`src/logic/swl_pkg.sv`:
```
package swl_pkg;

  // ----------------------------------------------------------------
  // clock and timing, times in ns
  // ----------------------------------------------------------------
  localparam int CLK_PERIOD_NS = 20;
  // shortest low that counts as a break
  localparam int T_BREAK_MIN_NS = 100000;
  // host low shorter than this decodes as one, longer as zero
  localparam int T_BIT_THRESH_NS = 50000;
  // device pause after the command before the first read slot
  localparam int T_TURN_NS = 100000;
  localparam int T_DEV_SLOT_NS = 200000;
  localparam int T_DEV_ONE_LOW_NS = 40000;
  localparam int T_DEV_ZERO_LOW_NS = 120000;

  // ----------------------------------------------------------------
  // widths and fields
  // ----------------------------------------------------------------
  localparam int CNT_W = 16;
  localparam int BYTE_W = 8;
  localparam int CODE_W = 7;
  localparam int DIR_BIT = 7;
  localparam logic DIR_WRITE = 1'h1;
  localparam logic [2:0] LAST_BIT = 3'h7;

  // ----------------------------------------------------------------
  // types
  // ----------------------------------------------------------------
  typedef enum logic [2:0] {
    ST_IDLE = 3'h0,
    ST_CMD = 3'h1,
    ST_TURN = 3'h3,
    ST_RDAT = 3'h2,
    ST_WDAT = 3'h5
  } swl_state_t;

  typedef enum logic [1:0] {
    MODE_OTHER = 2'h0,
    MODE_ALERT = 2'h1,
    MODE_DEDIC = 2'h2
  } swl_mode_t;

  // least time: round up
  function automatic int cyc_up(input int ns);
    int c;
    c = (ns + CLK_PERIOD_NS - 1) / CLK_PERIOD_NS;
    return (c < 1) ? 1 : c;
  endfunction

  // longest time: round down
  function automatic int cyc_dn(input int ns);
    int c;
    c = ns / CLK_PERIOD_NS;
    return (c < 1) ? 1 : c;
  endfunction

endpackage

```
`src/logic/swl_slave.sv`:
```
`timescale 1ns/100ps

// How it works
// - both ends only pull the wire low; a pullup returns it high
// - every byte goes least significant bit first
// - command bits 0 to 6 are the code, bit 7 the direction
// - direction picks capturing 8 write bits or sending 8 read bits
// - device is slave only; it drives only inside a read data phase
// - data phase is 8 slots by the writer with its own timing
// - one byte per transaction, no code increment
// - link sits on the alert pin or on the dedicated pin
// - configured-interface swap moves to the configured interface now
// - single-wire swap moves to single-wire on the alert pin now
module swl_slave #(
  parameter logic [swl_pkg::CNT_W-1:0] BRK_CYC =
    16'(swl_pkg::cyc_up(swl_pkg::T_BREAK_MIN_NS)),
  parameter logic [swl_pkg::CNT_W-1:0] BIT_CYC =
    16'(swl_pkg::cyc_up(swl_pkg::T_BIT_THRESH_NS)),
  parameter logic [swl_pkg::CNT_W-1:0] TURN_CYC =
    16'(swl_pkg::cyc_up(swl_pkg::T_TURN_NS)),
  parameter logic [swl_pkg::CNT_W-1:0] SLOT_CYC =
    16'(swl_pkg::cyc_up(swl_pkg::T_DEV_SLOT_NS)),
  parameter logic [swl_pkg::CNT_W-1:0] DW1_CYC =
    16'(swl_pkg::cyc_dn(swl_pkg::T_DEV_ONE_LOW_NS)),
  parameter logic [swl_pkg::CNT_W-1:0] DW0_CYC =
    16'(swl_pkg::cyc_up(swl_pkg::T_DEV_ZERO_LOW_NS)),
  parameter swl_pkg::swl_mode_t RESET_MODE = swl_pkg::MODE_OTHER
) (
  input wire logic clk_sys,
  input wire logic rstn,
  input wire swl_pkg::swl_mode_t cfg_mode,
  input wire logic swap_cfg,
  input wire logic swap_single,
  input wire logic alert_i,
  output logic alert_o,
  output logic alert_oe,
  input wire logic wire_i,
  output logic wire_o,
  output logic wire_oe,
  input wire logic [swl_pkg::BYTE_W-1:0] rd_data,
  output logic rd_req,
  output logic wr_stb,
  output logic [swl_pkg::CODE_W-1:0] cmd_code,
  output logic cmd_wr,
  output logic [swl_pkg::BYTE_W-1:0] wr_data,
  output swl_pkg::swl_mode_t if_mode
);

  // ----------------------------------------------------------------
  // state
  // ----------------------------------------------------------------
  swl_pkg::swl_state_t st_r, st_nxt;
  swl_pkg::swl_mode_t mode_r, mode_nxt;
  logic line_r, line_nxt, prev_r;
  logic [swl_pkg::CNT_W-1:0] low_r, low_nxt, slot_r, slot_nxt;
  logic [2:0] idx_r, idx_nxt;
  logic [swl_pkg::BYTE_W-1:0] sh_r, sh_nxt, out_sh_r, out_sh_nxt;
  logic [swl_pkg::BYTE_W-1:0] wr_data_r, wr_data_nxt;
  logic [swl_pkg::CODE_W-1:0] code_r, code_nxt;
  logic cmd_wr_r, cmd_wr_nxt, rd_req_r, rd_req_nxt, wr_stb_r, wr_stb_nxt;
  logic alert_oe_r, alert_oe_nxt, wire_oe_r, wire_oe_nxt, drive;
  logic rise, brk, bitv, out_lvl_r;
  logic [swl_pkg::BYTE_W-1:0] new_byte;

  // low width the device holds for one of its own bits
  function automatic logic [swl_pkg::CNT_W-1:0] low_len(input logic b);
    return b ? DW1_CYC : DW0_CYC;
  endfunction

  // end of every low pulse seen on the selected pin
  assign rise = line_r & ~prev_r;
  assign brk = rise && (low_r >= BRK_CYC);
  assign bitv = (low_r < BIT_CYC);
  assign new_byte = {bitv, sh_r[swl_pkg::BYTE_W-1:1]};

  // ----------------------------------------------------------------
  // next state
  // ----------------------------------------------------------------
  always_comb begin
    mode_nxt = mode_r;
    if (swap_single) begin
      mode_nxt = swl_pkg::MODE_ALERT;
    end else if (swap_cfg) begin
      mode_nxt = cfg_mode;
    end
    case (mode_r)
      swl_pkg::MODE_ALERT: line_nxt = alert_i;
      swl_pkg::MODE_DEDIC: line_nxt = wire_i;
      default: line_nxt = 1'h1;
    endcase
    low_nxt = line_r ? 16'h0000 :
      ((low_r == 16'hFFFF) ? low_r : low_r + 16'h0001);
    st_nxt = st_r;
    slot_nxt = slot_r;
    idx_nxt = idx_r;
    sh_nxt = sh_r;
    out_sh_nxt = out_sh_r;
    wr_data_nxt = wr_data_r;
    code_nxt = code_r;
    cmd_wr_nxt = cmd_wr_r;
    rd_req_nxt = 1'h0;
    wr_stb_nxt = 1'h0;
    drive = 1'h0;
    case (st_r)
      swl_pkg::ST_IDLE: begin
        // device never starts anything; it only waits for a break
        st_nxt = swl_pkg::ST_IDLE;
      end
      swl_pkg::ST_CMD: begin
        if (rise) begin
          sh_nxt = new_byte;
          idx_nxt = 3'(idx_r + 3'h1);
          if (idx_r == swl_pkg::LAST_BIT) begin
            code_nxt = new_byte[swl_pkg::CODE_W-1:0];
            cmd_wr_nxt = new_byte[swl_pkg::DIR_BIT];
            idx_nxt = 3'h0;
            slot_nxt = 16'h0000;
            if (new_byte[swl_pkg::DIR_BIT] == swl_pkg::DIR_WRITE) begin
              st_nxt = swl_pkg::ST_WDAT;
            end else begin
              st_nxt = swl_pkg::ST_TURN;
              rd_req_nxt = 1'h1;
            end
          end
        end
      end
      swl_pkg::ST_WDAT: begin
        if (rise) begin
          sh_nxt = new_byte;
          idx_nxt = 3'(idx_r + 3'h1);
          if (idx_r == swl_pkg::LAST_BIT) begin
            wr_data_nxt = new_byte;
            wr_stb_nxt = 1'h1;
            st_nxt = swl_pkg::ST_IDLE;
          end
        end
      end
      swl_pkg::ST_TURN: begin
        // internal logic has the whole pause to present rd_data
        slot_nxt = slot_r + 16'h0001;
        if (slot_r == TURN_CYC - 16'h0001) begin
          st_nxt = swl_pkg::ST_RDAT;
          slot_nxt = 16'h0000;
          out_sh_nxt = rd_data;
          drive = 1'h1;
        end
      end
      swl_pkg::ST_RDAT: begin
        if (slot_r == SLOT_CYC - 16'h0001) begin
          slot_nxt = 16'h0000;
          out_sh_nxt = out_sh_r >> 1;
          idx_nxt = 3'(idx_r + 3'h1);
          drive = 1'h1;
          if (idx_r == swl_pkg::LAST_BIT) begin
            st_nxt = swl_pkg::ST_IDLE;
            drive = 1'h0;
          end
        end else begin
          slot_nxt = slot_r + 16'h0001;
          drive = (slot_nxt < low_len(out_sh_r[0]));
        end
      end
      default: st_nxt = swl_pkg::ST_IDLE;
    endcase
    // a break wins over any partial byte
    if (brk) begin
      st_nxt = swl_pkg::ST_CMD;
      idx_nxt = 3'h0;
      drive = 1'h0;
    end
    // a pin swap drops the transaction rather than finish on a dead pin
    if (mode_nxt != mode_r) begin
      st_nxt = swl_pkg::ST_IDLE;
      drive = 1'h0;
    end
    alert_oe_nxt = drive && (mode_nxt == swl_pkg::MODE_ALERT);
    wire_oe_nxt = drive && (mode_nxt == swl_pkg::MODE_DEDIC);
  end

  // ----------------------------------------------------------------
  // registers
  // ----------------------------------------------------------------
  always_ff @(posedge clk_sys) begin
    if (!rstn) begin
      st_r <= swl_pkg::ST_IDLE;
      mode_r <= RESET_MODE;
      line_r <= 1'h1;
      prev_r <= 1'h1;
      low_r <= 16'h0000;
      slot_r <= 16'h0000;
      idx_r <= 3'h0;
      sh_r <= 8'h00;
      out_sh_r <= 8'h00;
      wr_data_r <= 8'h00;
      code_r <= 7'h00;
      cmd_wr_r <= 1'h0;
      rd_req_r <= 1'h0;
      wr_stb_r <= 1'h0;
      alert_oe_r <= 1'h0;
      wire_oe_r <= 1'h0;
      out_lvl_r <= 1'h0;
    end else begin
      st_r <= st_nxt;
      mode_r <= mode_nxt;
      line_r <= line_nxt;
      prev_r <= line_r;
      low_r <= low_nxt;
      slot_r <= slot_nxt;
      idx_r <= idx_nxt;
      sh_r <= sh_nxt;
      out_sh_r <= out_sh_nxt;
      wr_data_r <= wr_data_nxt;
      code_r <= code_nxt;
      cmd_wr_r <= cmd_wr_nxt;
      rd_req_r <= rd_req_nxt;
      wr_stb_r <= wr_stb_nxt;
      alert_oe_r <= alert_oe_nxt;
      wire_oe_r <= wire_oe_nxt;
      out_lvl_r <= 1'h0;
    end
  end

  // open drain: the level is always low, only the enable moves
  assign alert_o = out_lvl_r;
  assign wire_o = out_lvl_r;
  assign alert_oe = alert_oe_r;
  assign wire_oe = wire_oe_r;
  assign rd_req = rd_req_r;
  assign wr_stb = wr_stb_r;
  assign cmd_code = code_r;
  assign cmd_wr = cmd_wr_r;
  assign wr_data = wr_data_r;
  assign if_mode = mode_r;
endmodule

```
`config.mk`:
```
export PLATFORM = sky130hd
export DESIGN_NAME = swl_slave
export DESIGN_NICKNAME = d
export VERILOG_FILES = /design/src/logic/swl_pkg.sv /design/src/logic/swl_slave.sv
export SDC_FILE = /design/constraint.sdc
export NUM_CORES = 1
export LEC_CHECK = 0
export BUFFER_PORTS_ARGS = -buffer_cell sky130_fd_sc_hd__buf_4
export CORE_MARGIN = 4
export CORE_UTILIZATION = 45
export CTS_CLUSTER_DIAMETER = 80
export DETAILED_ROUTE_END_ITERATION = 8
export HOLD_SLACK_MARGIN = 0.1
export PLACE_DENSITY = 0.63
export SYNTH_ARGS = -nofsm -noshare
export SYNTH_HDL_FRONTEND = slang
export SYNTH_SLANG_ARGS = --single-unit
export TNS_END_PERCENT = 100
```
`constraint.sdc`:
```
create_clock -name clk_sys -period 5.3 [get_ports clk_sys]
set_clock_uncertainty 0.15 [all_clocks]
set_input_delay 1.59 -clock clk_sys [delete_from_list [all_inputs] [get_ports clk_sys]]
set_output_delay 1.59 -clock clk_sys [all_outputs]
set_load 0.05 [all_outputs]
```
* Word level (Yosys, flattened, before mapping)
Cells that the tools add are included.
Storage, ports and cells: register bits 78, output and inout bits 24
Operators by class: $add $sub $neg 3, order comparisons 3, equal/unequal tests 23, muxes and demuxes 34, bitwise logic cells 3, reduce and logical (&&, ||, !) cells 21
Operator list (count):
- 2-to-1 mux 16 bit | 4
- case mux 16 bit (3 select lines) | 1
- 2-to-1 mux 3 bit | 11
- adder 16 x 1 -> 16 bit, second input constant | 2
- equality test 16 x 13 -> 1 bit, second input constant | 1
- equality test 16 x 14 -> 1 bit, second input constant | 1
- equality test 16 bit, second input constant | 1
- greater-or-equal comparator 16 x 13 -> 1 bit, second input constant | 1
- less-than comparator 16 x 12 -> 1 bit, second input constant | 1
- less-than comparator 16 x 13 -> 1 bit | 1
- 2-to-1 mux 8 bit | 2
- case mux 8 bit (2 select lines) | 1
- inequality test 3 bit, second input constant | 5
- AND reduction 3 bit | 5
- 2-to-1 mux 13 bit | 1
- case mux 3 bit (4 select lines) | 1
- inequality test 2 bit, second input constant | 5
- AND reduction 5 bit | 2
- case mux 3 bit (3 select lines) | 1
- 2-to-1 mux 1 bit | 8
- AND reduction 4 bit | 2
- OR reduction 2 bit | 4
- equality test 3 x 2 -> 1 bit, second input constant | 2
- equality test 3 bit, second input constant | 2
- 14 further kinds | 22

* Depth between registers and ports, before layout
Gate-level depths: netlist of the first run.
depth in word-level cells 7, gate-level depth with buffers 11, gate-level depth less buffers 10

* Worst setup path before layout of the first run
No wires, ideal clock.
path kind input to register, start point input port swap_cfg, end point register wire_oe_r (netlist: wire_oe), setup time 80 ps, arrival time 3176 ps, required time 5070 ps, setup slack 1894 ps, stages on the path 7, path buffers 0, path through a21oi_1 > nor2_1 > a311oi_2 > nand3_2 > or4_1 > o32a_1 > nor3b_1
On the way: longest elaborated chain between the ends 5
Ends and longest elaborated chain:
- from (decl) | line swl_slave.sv:32 | input wire logic swap_cfg,
- 2-to-1 mux 2 bit * | line swl_slave.sv:83 | end else if (swap_cfg) begin
- 2-to-1 mux 2 bit * | line swl_slave.sv:81 | if (swap_single) begin
- inequality test 2 bit | line swl_slave.sv:172 | if (mode_nxt != mode_r) begin
- 2-to-1 mux 1 bit | line swl_slave.sv:172
- logical AND 1 bit * | line swl_slave.sv:177 | wire_oe_nxt = drive && (mode_nxt == swl_pkg::MODE_DEDIC);
- to (signal assigned) | line swl_slave.sv:218 | wire_oe_r <= wire_oe_nxt;
- to (decl) | line swl_slave.sv:61 | logic alert_oe_r, alert_oe_nxt, wire_oe_r, wire_oe_nxt, drive;
Every way passes the cells marked *; elsewhere a longest branch is shown, timed or not. A chain may end at the register's enable or synchronous reset.

* Worst setup path in the final report of the first run
start point input port swap_cfg, end point register alert_oe_r (netlist: alert_oe)
On the way: longest elaborated chain between the ends 5
Ends and longest elaborated chain:
- 2-to-1 mux 2 bit * | line swl_slave.sv:83
- 2-to-1 mux 2 bit * | line swl_slave.sv:81
- inequality test 2 bit | line swl_slave.sv:172
- 2-to-1 mux 1 bit | line swl_slave.sv:172
- logical AND 1 bit * | line swl_slave.sv:176 | alert_oe_nxt = drive && (mode_nxt == swl_pkg::MODE_ALERT);
- to (signal assigned) | line swl_slave.sv:217 | alert_oe_r <= alert_oe_nxt;
- to (decl) | line swl_slave.sv:61
Marks and branches as above.

==> metrics, run 1 <==
routability cong.=0.798; clock sinks=between 70 and 80; Worst path slowest cell=or4_1; Mapped Area=approximately 0.0038 mm^2; crit-path cells=buf_4 -> a21oi_1 -> nor2_1 -> a311oi_2 -> nand3_2 -> or4_1 -> o32a_1 -> nor3b_1; die width=100 um; floorplan core area=0.00826 mm^2; initial antenna violation count=0; post-cts sizing count=0; CP endpoint kind=register; Synth Instances=around 460; final setup fails=0; Ys Warns=0; FMAX=between 0.2 and 0.3 GHz; commonest cells in the netlist=77 x dfxtp_1, 77 x nand2_1, 45 x nor2_1; CP peak stage delay=about 0.52 ns; worst hold path class=reg -> reg; DIE AREA=approximately 0.01 mm^2; Ant. Diodes=0; WP depth=8; Die Y=100 um; Final Hold Fails=0; max_cap viols=0; Crit path max-delay family=simple AND/OR/NAND/NOR gates; H-tree level count=3; Area Growth Syn to Fin=13.6%; Initial Utilization=46.3%; post-synthesis sequential area ratio=between 40% and 50%; CP endpoint=alert_oe; 1st-iter DRT viols=152; GR Layer Usage met1=a little under a quarter; share of power burned in registers=~52%; pin count of the biggest net entering global routing=35; P_leak=1.73 nW; NumNets Final=~510; Util after Layout=between 50% and 60%; global-route usage over all layers=approximately 17%; final WL=a little over 8 mm; CTS tree=yes; Reg clk slew, reported paths=~0.090 ns; fin crit period=about 3.4 ns; largest cells by area after synthesis=dfxtp_1 40%, nand2_1 7.6%, nor2_1 4.4%; routed length per instance=13.6 um; Routed Antenna Nets=0; switching share of power=a little under a quarter; met2 Track Usage GR=approximately 25%; r2r setup slk=2.23 ns; Worst Reg-to-Reg Cells=9; Synth area leader=dfxtp_1; clock power share=about 44%; worst r2r src=slot_r[0]; part of the cycle the worst path needs=~64%; Crit Path Class=in -> reg; setup tns final=0 ns; switching power=approximately 250 uW; worst rel slew slack=15.2%; Avg Cell Area, Syn=about 8.3 um^2; RSZ-0062 raised after global routing=no; CTS Root Cell=clkbuf_8; input/output buffers=37; Hold Buf Count CTS=0; Skew-Pair Late Insertion Delay=between 0.3 and 0.4 ns; CP startpoint kind=input port; Detailed Routing Iterations Pass 1=4; drt drc=0; Int Power=between 800 and 900 uW; met3 Use GR=roughly 3.8%; vias per cell=roughly 5.4; Critical Path RT=about 5.4 ns; status=finished clean; postcts setup bufs=0; CP Buf/Inv Count=1; post-synthesis register bit count=77; Peak VDD IR=about 0.15 mV; CP arrival=3.53 ns; overall power=~1.1 mW; grt ovf=0; worst-path fanout max=5; Post-synth ARST share=0%; Final HPWL DP=5.72 mm; EDFF count, synth=0; crit path from=swap_cfg; Pwr per Cell Area=roughly 260 mW/mm^2; share of cells above drive strength 1=about 13%; Worst Tran Pin Value=between 1 and 1.5 ns; IO Pins=40; pins over their slew limit=0; Worst Hold Slack=0.304 ns; CTS buffer count=9; number of global-route vias before repair=2965; predominant post-synthesis flop cell=dfxtp_1; Logic pwr share=3.6%; gr busiest metal=met2; CTS max path bufs=2; Yosys cell types=57; site row count=33; first-pass GRT wire length=~14 mm; Reg-to-Reg End=alert_oe; Yosys top cell area share=40.3%; Vias=roughly 3200
cells in the final DEF, fill, tap and decap left out, drive strengths merged, types with 8 or more instances in the layout:
master / instances
xor2: 10
nor2: 47
nand2: 77
buf: 37
xnor2: 8
inv: 11
nor2b: 14
ha: 10
clkbuf: 9
a21boi: 8
dfxtp: 77
nand3: 23
nand4: 8
nor3: 14
mux2i: 15
a21oi: 33
layout make-up:
type,count,area (um^2)
well taps,105,131
multi-input cells,353,2130
clock inverters,7,98.8
repair buffers,37,278
clock buffers,9,124
flip-flops and latches,77,1540
inverters,10,37.5
fillers,808,3910
power groups by stage:
stage / Clock [mW] / Combinational, mW / Sequential, mW
CTS: 0.505 / 0.0410 / 0.582
detailed placement: 0 / 0.0408 / 0.595
global route: 0.530 / 0.0451 / 0.582
global placement: 0 / 0.0403 / 0.595
floorplan: 0 / 0.0234 / 0.598
finish: 0.495 / 0.0405 / 0.582
layer usage:
metal	share of wire, %	wire [um]
met4	2.0	159
met1	52	4200
met3	4.8	390
met5	0	0
met2	42	3380
worst min-delay path: stages, from the launching register on:
cell and delay (ns):
dfxtp_1 0.31, nand2_1 0.05, a21oi_1 0.05
stage by stage:
step,cells,area [um^2],worst slack [ns]
3_3_place_gp,582,4120,1.69
6_report,598,4340,1.89
3_5_place_dp,582,4120,1.55
2_1_floorplan,464,3830,1.89
4_1_cts,598,4340,1.90
5_1_grt,598,4340,1.77
worst min path at each step:
| stage | startpoint | endpoint | slack [ns] | cells past startpoint |
|---|---|---|---|---|
| final | out_sh_r[7] | out_sh_r[7] | 0.30 | 2 |
| after global routing | out_sh_r[7] | out_sh_r[7] | 0.33 | 2 |
| after CTS | out_sh_r[7] | out_sh_r[7] | 0.31 | 2 |
| after detailed placement | out_sh_r[7] | out_sh_r[7] | 0.29 | 2 |
| after global placement | out_sh_r[7] | out_sh_r[7] | 0.29 | 2 |
| after floorplan | out_sh_r[7] | out_sh_r[7] | 0.28 | 2 |
registers in the layout (all words and copies together) (netlist names):
signal,count
out_sh_r,8
if_mode,2
low_r,16
st_r,3
slot_r,16
wr_stb,1
cmd_code,7
cmd_wr,1
idx_r,3
rd_req,1
prev_r,1
wire_oe,1
sh_r,7
alert_oe,1
line_r,1
wr_data,8
kinds of logic (layout without fill, tap and decap cells):
group / Yosys count / in the layout / synth area share, %
other: 1 / 2 / 0.0981
multiplexers: 15 / 15 / 3.93
adder cells (fa/ha/maj): 10 / 10 / 3.27
buffers and inverters: 34 / 63 / 3.99
XOR/XNOR: 18 / 18 / 4.12
AND/OR/NAND/NOR: 226 / 226 / 30.1
flip-flops: 77 / 77 / 40.3
AO/OA/AOI/OAI: 82 / 82 / 14.1
(Power assumes the default switching activity.)
==> run 2: changes to the inputs <==
==> constraint.sdc (replaced) <==
create_clock -name clk_sys -period 3.5 [get_ports clk_sys]
set_clock_uncertainty 0.15 [all_clocks]
set_input_delay 1.05 -clock clk_sys [delete_from_list [all_inputs] [get_ports clk_sys]]
set_output_delay 1.05 -clock clk_sys [all_outputs]
set_load 0.05 [all_outputs]
==> run 2 against run 1 <==
Net effect: clock-buffer cell count is the same; non-clock buffer count grew 2; first-iteration DRC count grew 23%; largest power group unchanged; highest routed layer unchanged.
==> metrics, run 2 (same netlist as run 1, synthesis figures left out) <==
IO Pins=40; routability cong.=between 0.8 and 0.9; part of the cycle the worst path needs=83.7%; most frequent cells in the layout=77 x nand2_1, 77 x dfxtp_1, 45 x nor2_1; RSZ-0062 raised after global routing=no; Final Hold Fails=0; CP endpoint kind=register; max_cap viols=0; worst hold path class=reg -> reg; Worst Tran Pin Value=between 0.6 and 0.7 ns; overall power=about 1.6 mW; P_leak=around 1.7 nW; CTS tree=yes; gr busiest metal=met2; initial antenna violation count=0; 1st-iter DRT viols=between 150 and 200; Pwr per Cell Area=367 mW/mm^2; final WL=~8 mm; met2 Track Usage GR=a little over a quarter; number of global-route vias before repair=roughly 3100; Vias=between 3000 and 4000; setup tns final=0 ns; Reg clk slew, reported paths=about 0.090 ns; worst-path fanout max=7; post-placement setup slack=approximately 0.34 ns; design area=roughly 0.0043 mm^2; status=finished clean; final worst slack=between 0.5 and 0.6 ns; die width=roughly 100 um; Hold Buf Count CTS=0; CP startpoint kind=register; pin count of the biggest net entering global routing=35; H-tree level count=3; floorplan core area=approximately 0.0083 mm^2; Detailed Routing Iterations Pass 1=4; Routed Antenna Nets=0; CTS buffer count=9; Worst Reg-to-Reg Cells=9; multi-input logic area=about 0.0021 mm^2; Critical Path RT=3.63 ns; Peak VDD IR=0.163 mV; Ant. Diodes=0; FMAX=0.341 GHz; CP arrival=between 3 and 4 ns; CTS max path bufs=2; NumNets Final=516; Final HPWL DP=5.79 mm; final setup fails=0; clock sinks=a little under 80; drt drc=0; site row count=33; Area Growth Syn to Fin=13.1%; Layout Cells excl Fill=600; Area after DPL=around 0.0041 mm^2; r2r setup slk=between 0.5 and 0.6 ns; CTS Root Cell=clkbuf_8; Skew-Pair Late Insertion Delay=roughly 0.37 ns; share of cells above drive strength 1=a little over an eighth; post-cts sizing count=0; worst rel slew slack=56.9%; vias per cell=about 5.4; largest registers in the final layout=low_r x16, slot_r x16; postcts setup bufs=0; fin crit period=around 3 ns; first-pass GRT wire length=between 10 and 15 mm; pins over their slew limit=0; DP Cell Count=between 500 and 600; global-route usage over all layers=17.5%; Die Y=between 100 and 150 um; routed length per instance=13.7 um; Sequential Area=approximately 0.0015 mm^2; grt ovf=0; Hold Path Stages=2; GR Layer Usage met1=approximately a quarter; input/output buffers=37; Initial Utilization=46.3%; Crit Path Class=reg -> reg; fill count=roughly 800; DIE AREA=approximately 0.010 mm^2; met3 Use GR=around 5%
-- run 2: stage by stage --
stage / hold WS (ns) / util [%]
floorplan: 0.282 / -
CTS: 0.309 / 52.4
detailed placement: 0.296 / 50.1
global route: 0.336 / 52.4
finish: 0.306 / 52.4
global placement: 0.291 / 50.1
-- run 2: path summary, 6_finish.rpt --
check                                   end         from
worst min register to register  out_sh_r[7]  out_sh_r[7]
worst max-delay path                wire_oe    slot_r[0]
worst max register to register      wire_oe    slot_r[0]
worst min-delay path            out_sh_r[7]  out_sh_r[7]
-- run 2: critical path: stages, from the launching register on --
cell and delay, ns:
dfxtp_1 0.42, ha_1 0.29, and3_1 0.22, nand4_1 0.15, nor2_1 0.25, xor2_1 0.10, ha_1 0.19, or4_1 0.52
o32a_1 0.36, nor3b_1 0.20
-- run 2: layout make-up --
class | count | area share [%]
timing repair buffer | 39 | 6.77
clock buffer | 9 | 2.86
multi-input combinational | 353 | 49.3
clock inverter | 7 | 1.48
tap | 105 | 3.04
inverter | 10 | 0.868
sequential | 77 | 35.6
-- run 2: routing by layer --
metal / routed length (um) / up-vias / part of all wire [%]
met5: 0 / - / 0
met4: 98 / 0 / 1.2
met3: 509 / 9 / 6.2
met2: 3360 / 76 / 41
met1: 4230 / 1479 / 52
li1: - / 1658 / -
-- run 2: where the power goes --
group,switching [mW],internal (mW)
combinational,0.0376,0.0248
clock,0.371,0.275
sequential,0.00248,0.878
total,0.411,1.18
==> run 3: changes to the inputs <==
--- a/config.mk
+++ b/config.mk
@@ -5,6 +5,7 @@
 export SDC_FILE = /design/constraint.sdc
 export NUM_CORES = 1
 export LEC_CHECK = 0
+export ABC_AREA = 1
 export BUFFER_PORTS_ARGS = -buffer_cell sky130_fd_sc_hd__buf_4
 export CORE_MARGIN = 4
 export CORE_UTILIZATION = 45
==> constraint.sdc (replaced) <==
create_clock -name clk_sys -period 2.8 [get_ports clk_sys]
set_clock_uncertainty 0.15 [all_clocks]
set_input_delay 0.84 -clock clk_sys [delete_from_list [all_inputs] [get_ports clk_sys]]
set_output_delay 0.84 -clock clk_sys [all_outputs]
set_load 0.05 [all_outputs]
==> run 3 against run 2 <==
Net effect: clock power increased by 23%; sequential share of layout area down 1.5 points; combinational power up 26%; register-to-register slack improved by 0.02 ns; worst hold slack better by 0.014 ns; critical path type unchanged; largest cell class unchanged; largest power group unchanged.
==> metrics, run 3 <==
Pwr per Cell Area=roughly 440 mW/mm^2; pins over their slew limit=0; Worst path slowest cell=dfxtp_1; largest registers in the final layout=low_r x16, slot_r x16; worst hold path class=reg -> reg; Crit Path Class=reg -> reg; final WL=around 8.6 mm; switching power=just over 500 uW; switching share of power=between 20 and 30%; CP startpoint kind=register; Avg Cell Area, Syn=roughly 7.0 um^2; commonest cells in the netlist=121 x nand2_1, 84 x nor2_1, 77 x dfxtp_1; crit path from=slot_r[0]; CP peak stage delay=roughly 0.38 ns; Routed Antenna Nets=0; share of cells above drive strength 1=between 15 and 20%; part of the cycle the worst path needs=between 70% and 80%; Area Growth Syn to Fin=14.2%; worst r2r src=slot_r[0]; Ant. Diodes=0; CP arrival=~2.3 ns; post-placement setup slack=approximately 0.6 ns; Die Y=between 100 and 150 um; Worst Reg-to-Reg Cells=14; setup tns final=0 ns; pin count of the biggest net entering global routing=33; CTS buffer count=9; Critical Path Most Common Cell=nand2_1; die width=between 100 and 150 um; Worst Hold Slack=around 0.32 ns; Peak VDD IR=around 0.27 mV; CTS tree=yes; post-synthesis register bit count=between 70 and 80; grt ovf=0; Vias=3582; Ys Warns=0; clock power share=roughly two fifths; Reg clk slew, reported paths=0.09 ns; CTS max path bufs=2; commonest non-fill, non-tap cell in the layout=nand2_1; fill count=approximately 810; share of power burned in registers=55.8%; global-route usage over all layers=about 18%; initial antenna violation count=0; Initial Utilization=a little under half; Area after DPL=around 0.0043 mm^2; CP endpoint=wire_oe; floorplan core area=roughly 0.0084 mm^2; postcts setup bufs=0; first-pass GRT wire length=roughly 15 mm; H-tree level count=3; Final Hold Fails=0; Sequential Area=between 0.0015 and 0.002 mm^2; design area=approximately 0.0045 mm^2; IO Pins=40; DIE AREA=roughly 0.010 mm^2; Synth Instances=560; Final HPWL DP=between 6 and 7 mm; Synth area leader=dfxtp_1; predominant post-synthesis flop cell=dfxtp_1; post-cts sizing count=0; Critical Path RT=2.93 ns; Logic pwr share=4.0%; CP endpoint kind=register; Mapped Area=~0.0039 mm^2; NumNets Final=about 630; DP Cell Count=~700; cell with the most instances after synthesis=nand2_1; multi-input logic area=0.00208 mm^2; CTS Root Cell=clkbuf_8; 1st-iter DRT viols=102; EDFF count, synth=0; FMAX=around 0.45 GHz; Util after Layout=53.8%; site row count=33; number of global-route vias before repair=3418; worst-path fanout max=4; post-synthesis sequential area ratio=around 40%; Detailed Routing Iterations Pass 1=5; routability cong.=just under 0.9; Yosys cell types=between 40 and 50; overall power=1.98 mW; final setup fails=0; crit-path cells=ha_1 -> nand3_1 -> nor2_2 -> nand3_1 -> nand2_1 -> o21ai_0 -> ha_1 -> nor2_2 -> nand3_1 -> nor2_1 -> nand2_1 -> nand2_1 -> nand2_1 -> nor2_1; final worst slack=0.591 ns; Skew-Pair Late Insertion Delay=0.35 ns; max_cap viols=0; status=finished clean; RSZ-0062 raised after global routing=no; P_leak=approximately 2.0 nW; Int Power=between 1 and 1.5 mW; Layout Cells excl Fill=between 700 and 800; input/output buffers=37; drt drc=0; routed length per instance=between 10 and 15 um; r2r setup slk=about 0.59 ns; vias per cell=about 5; clock sinks=between 70 and 80; most frequent cells in the layout=121 x nand2_1, 84 x nor2_1, 77 x dfxtp_1; Reg-to-Reg End=wire_oe; Post-synth ARST share=0%; fin crit period=between 2 and 2.5 ns; largest cells by area after synthesis=dfxtp_1 39%, nand2_1 12%, nor2_1 8.0%; Yosys top cell area share=about two fifths; Hold Buf Count CTS=0
==> run 3: changes by cell type in the layout (fill, tap and decap cells not counted), moves of 9 or more <==
cell,before,now
nor2_1,45,84
nand3_1,21,30
inv_1,10,60
o21ai_0,7,38
mux2i_1,15,0
nand2_1,77,121
nor2b_1,14,0
==> run 3: power groups by stage <==
stage / Combinational (mW) / Sequential, mW / Clock [mW]
finish: 0.0785 / 1.10 / 0.796
global route: 0.0872 / 1.10 / 0.874
CTS: 0.0788 / 1.10 / 0.828
detailed placement: 0.0787 / 1.13 / 0
global placement: 0.0776 / 1.13 / 0
floorplan: 0.0433 / 1.13 / 0
==> run 3: final cells by class <==
class                   instances  share of cell area (%)
clock buffers                   9                    2.75
multi-input cells             402                    46.1
inverters                      70                    5.88
flip-flops and latches         77                    34.2
well taps                     105                    2.91
clock inverters                 7                    1.39
repair buffers                 41                    6.83
==> run 3: worst min-delay path by stage <==
stage	startpoint	endpoint	slack, ns	cells after the start
finish	wr_data[2]	wr_data[2]	0.32	2
global route	wr_data[2]	wr_data[2]	0.37	2
CTS	wr_data[2]	wr_data[2]	0.33	2
detailed placement	wr_data[2]	wr_data[2]	0.31	2
floorplan	low_r[0]	low_r[0]	0.31	1
global placement	wr_data[2]	wr_data[2]	0.31	2
==> run 3: cells by family after synthesis <==
kind of cell / count (synthesis) / share of synthesized area, %
AOI/OAI and AO/OA: 98 / 14.4
and+or+nand+nor: 284 / 32.9
xor gates and xnor gates: 8 / 1.97
other: 1 / 0.0950
buffers and inverters: 82 / 8.43
DFF: 77 / 39.0
adders and majority gates: 10 / 3.17
==> run 3: per-layer routing <==
metal | vias up | part of all wire (%) | GRT usage (%)
li1 | 1888 | - | -
met1 | 1630 | 48 | 22.6
met5 | - | 0 | 0
met2 | 50 | 47 | 29.7
met4 | 0 | 1.6 | 4.91
met3 | 14 | 3.0 | 4.20
==> run 3: worst max-delay path: cells and delay by family (launching register included) <==
kind | cells | cell delay [ns]
AO/OA/AOI/OAI | 1 | 0.11
adder cells (fa/ha/maj) | 2 | 0.41
flip-flops | 1 | 0.38
AND/OR/NAND/NOR | 11 | 1.10
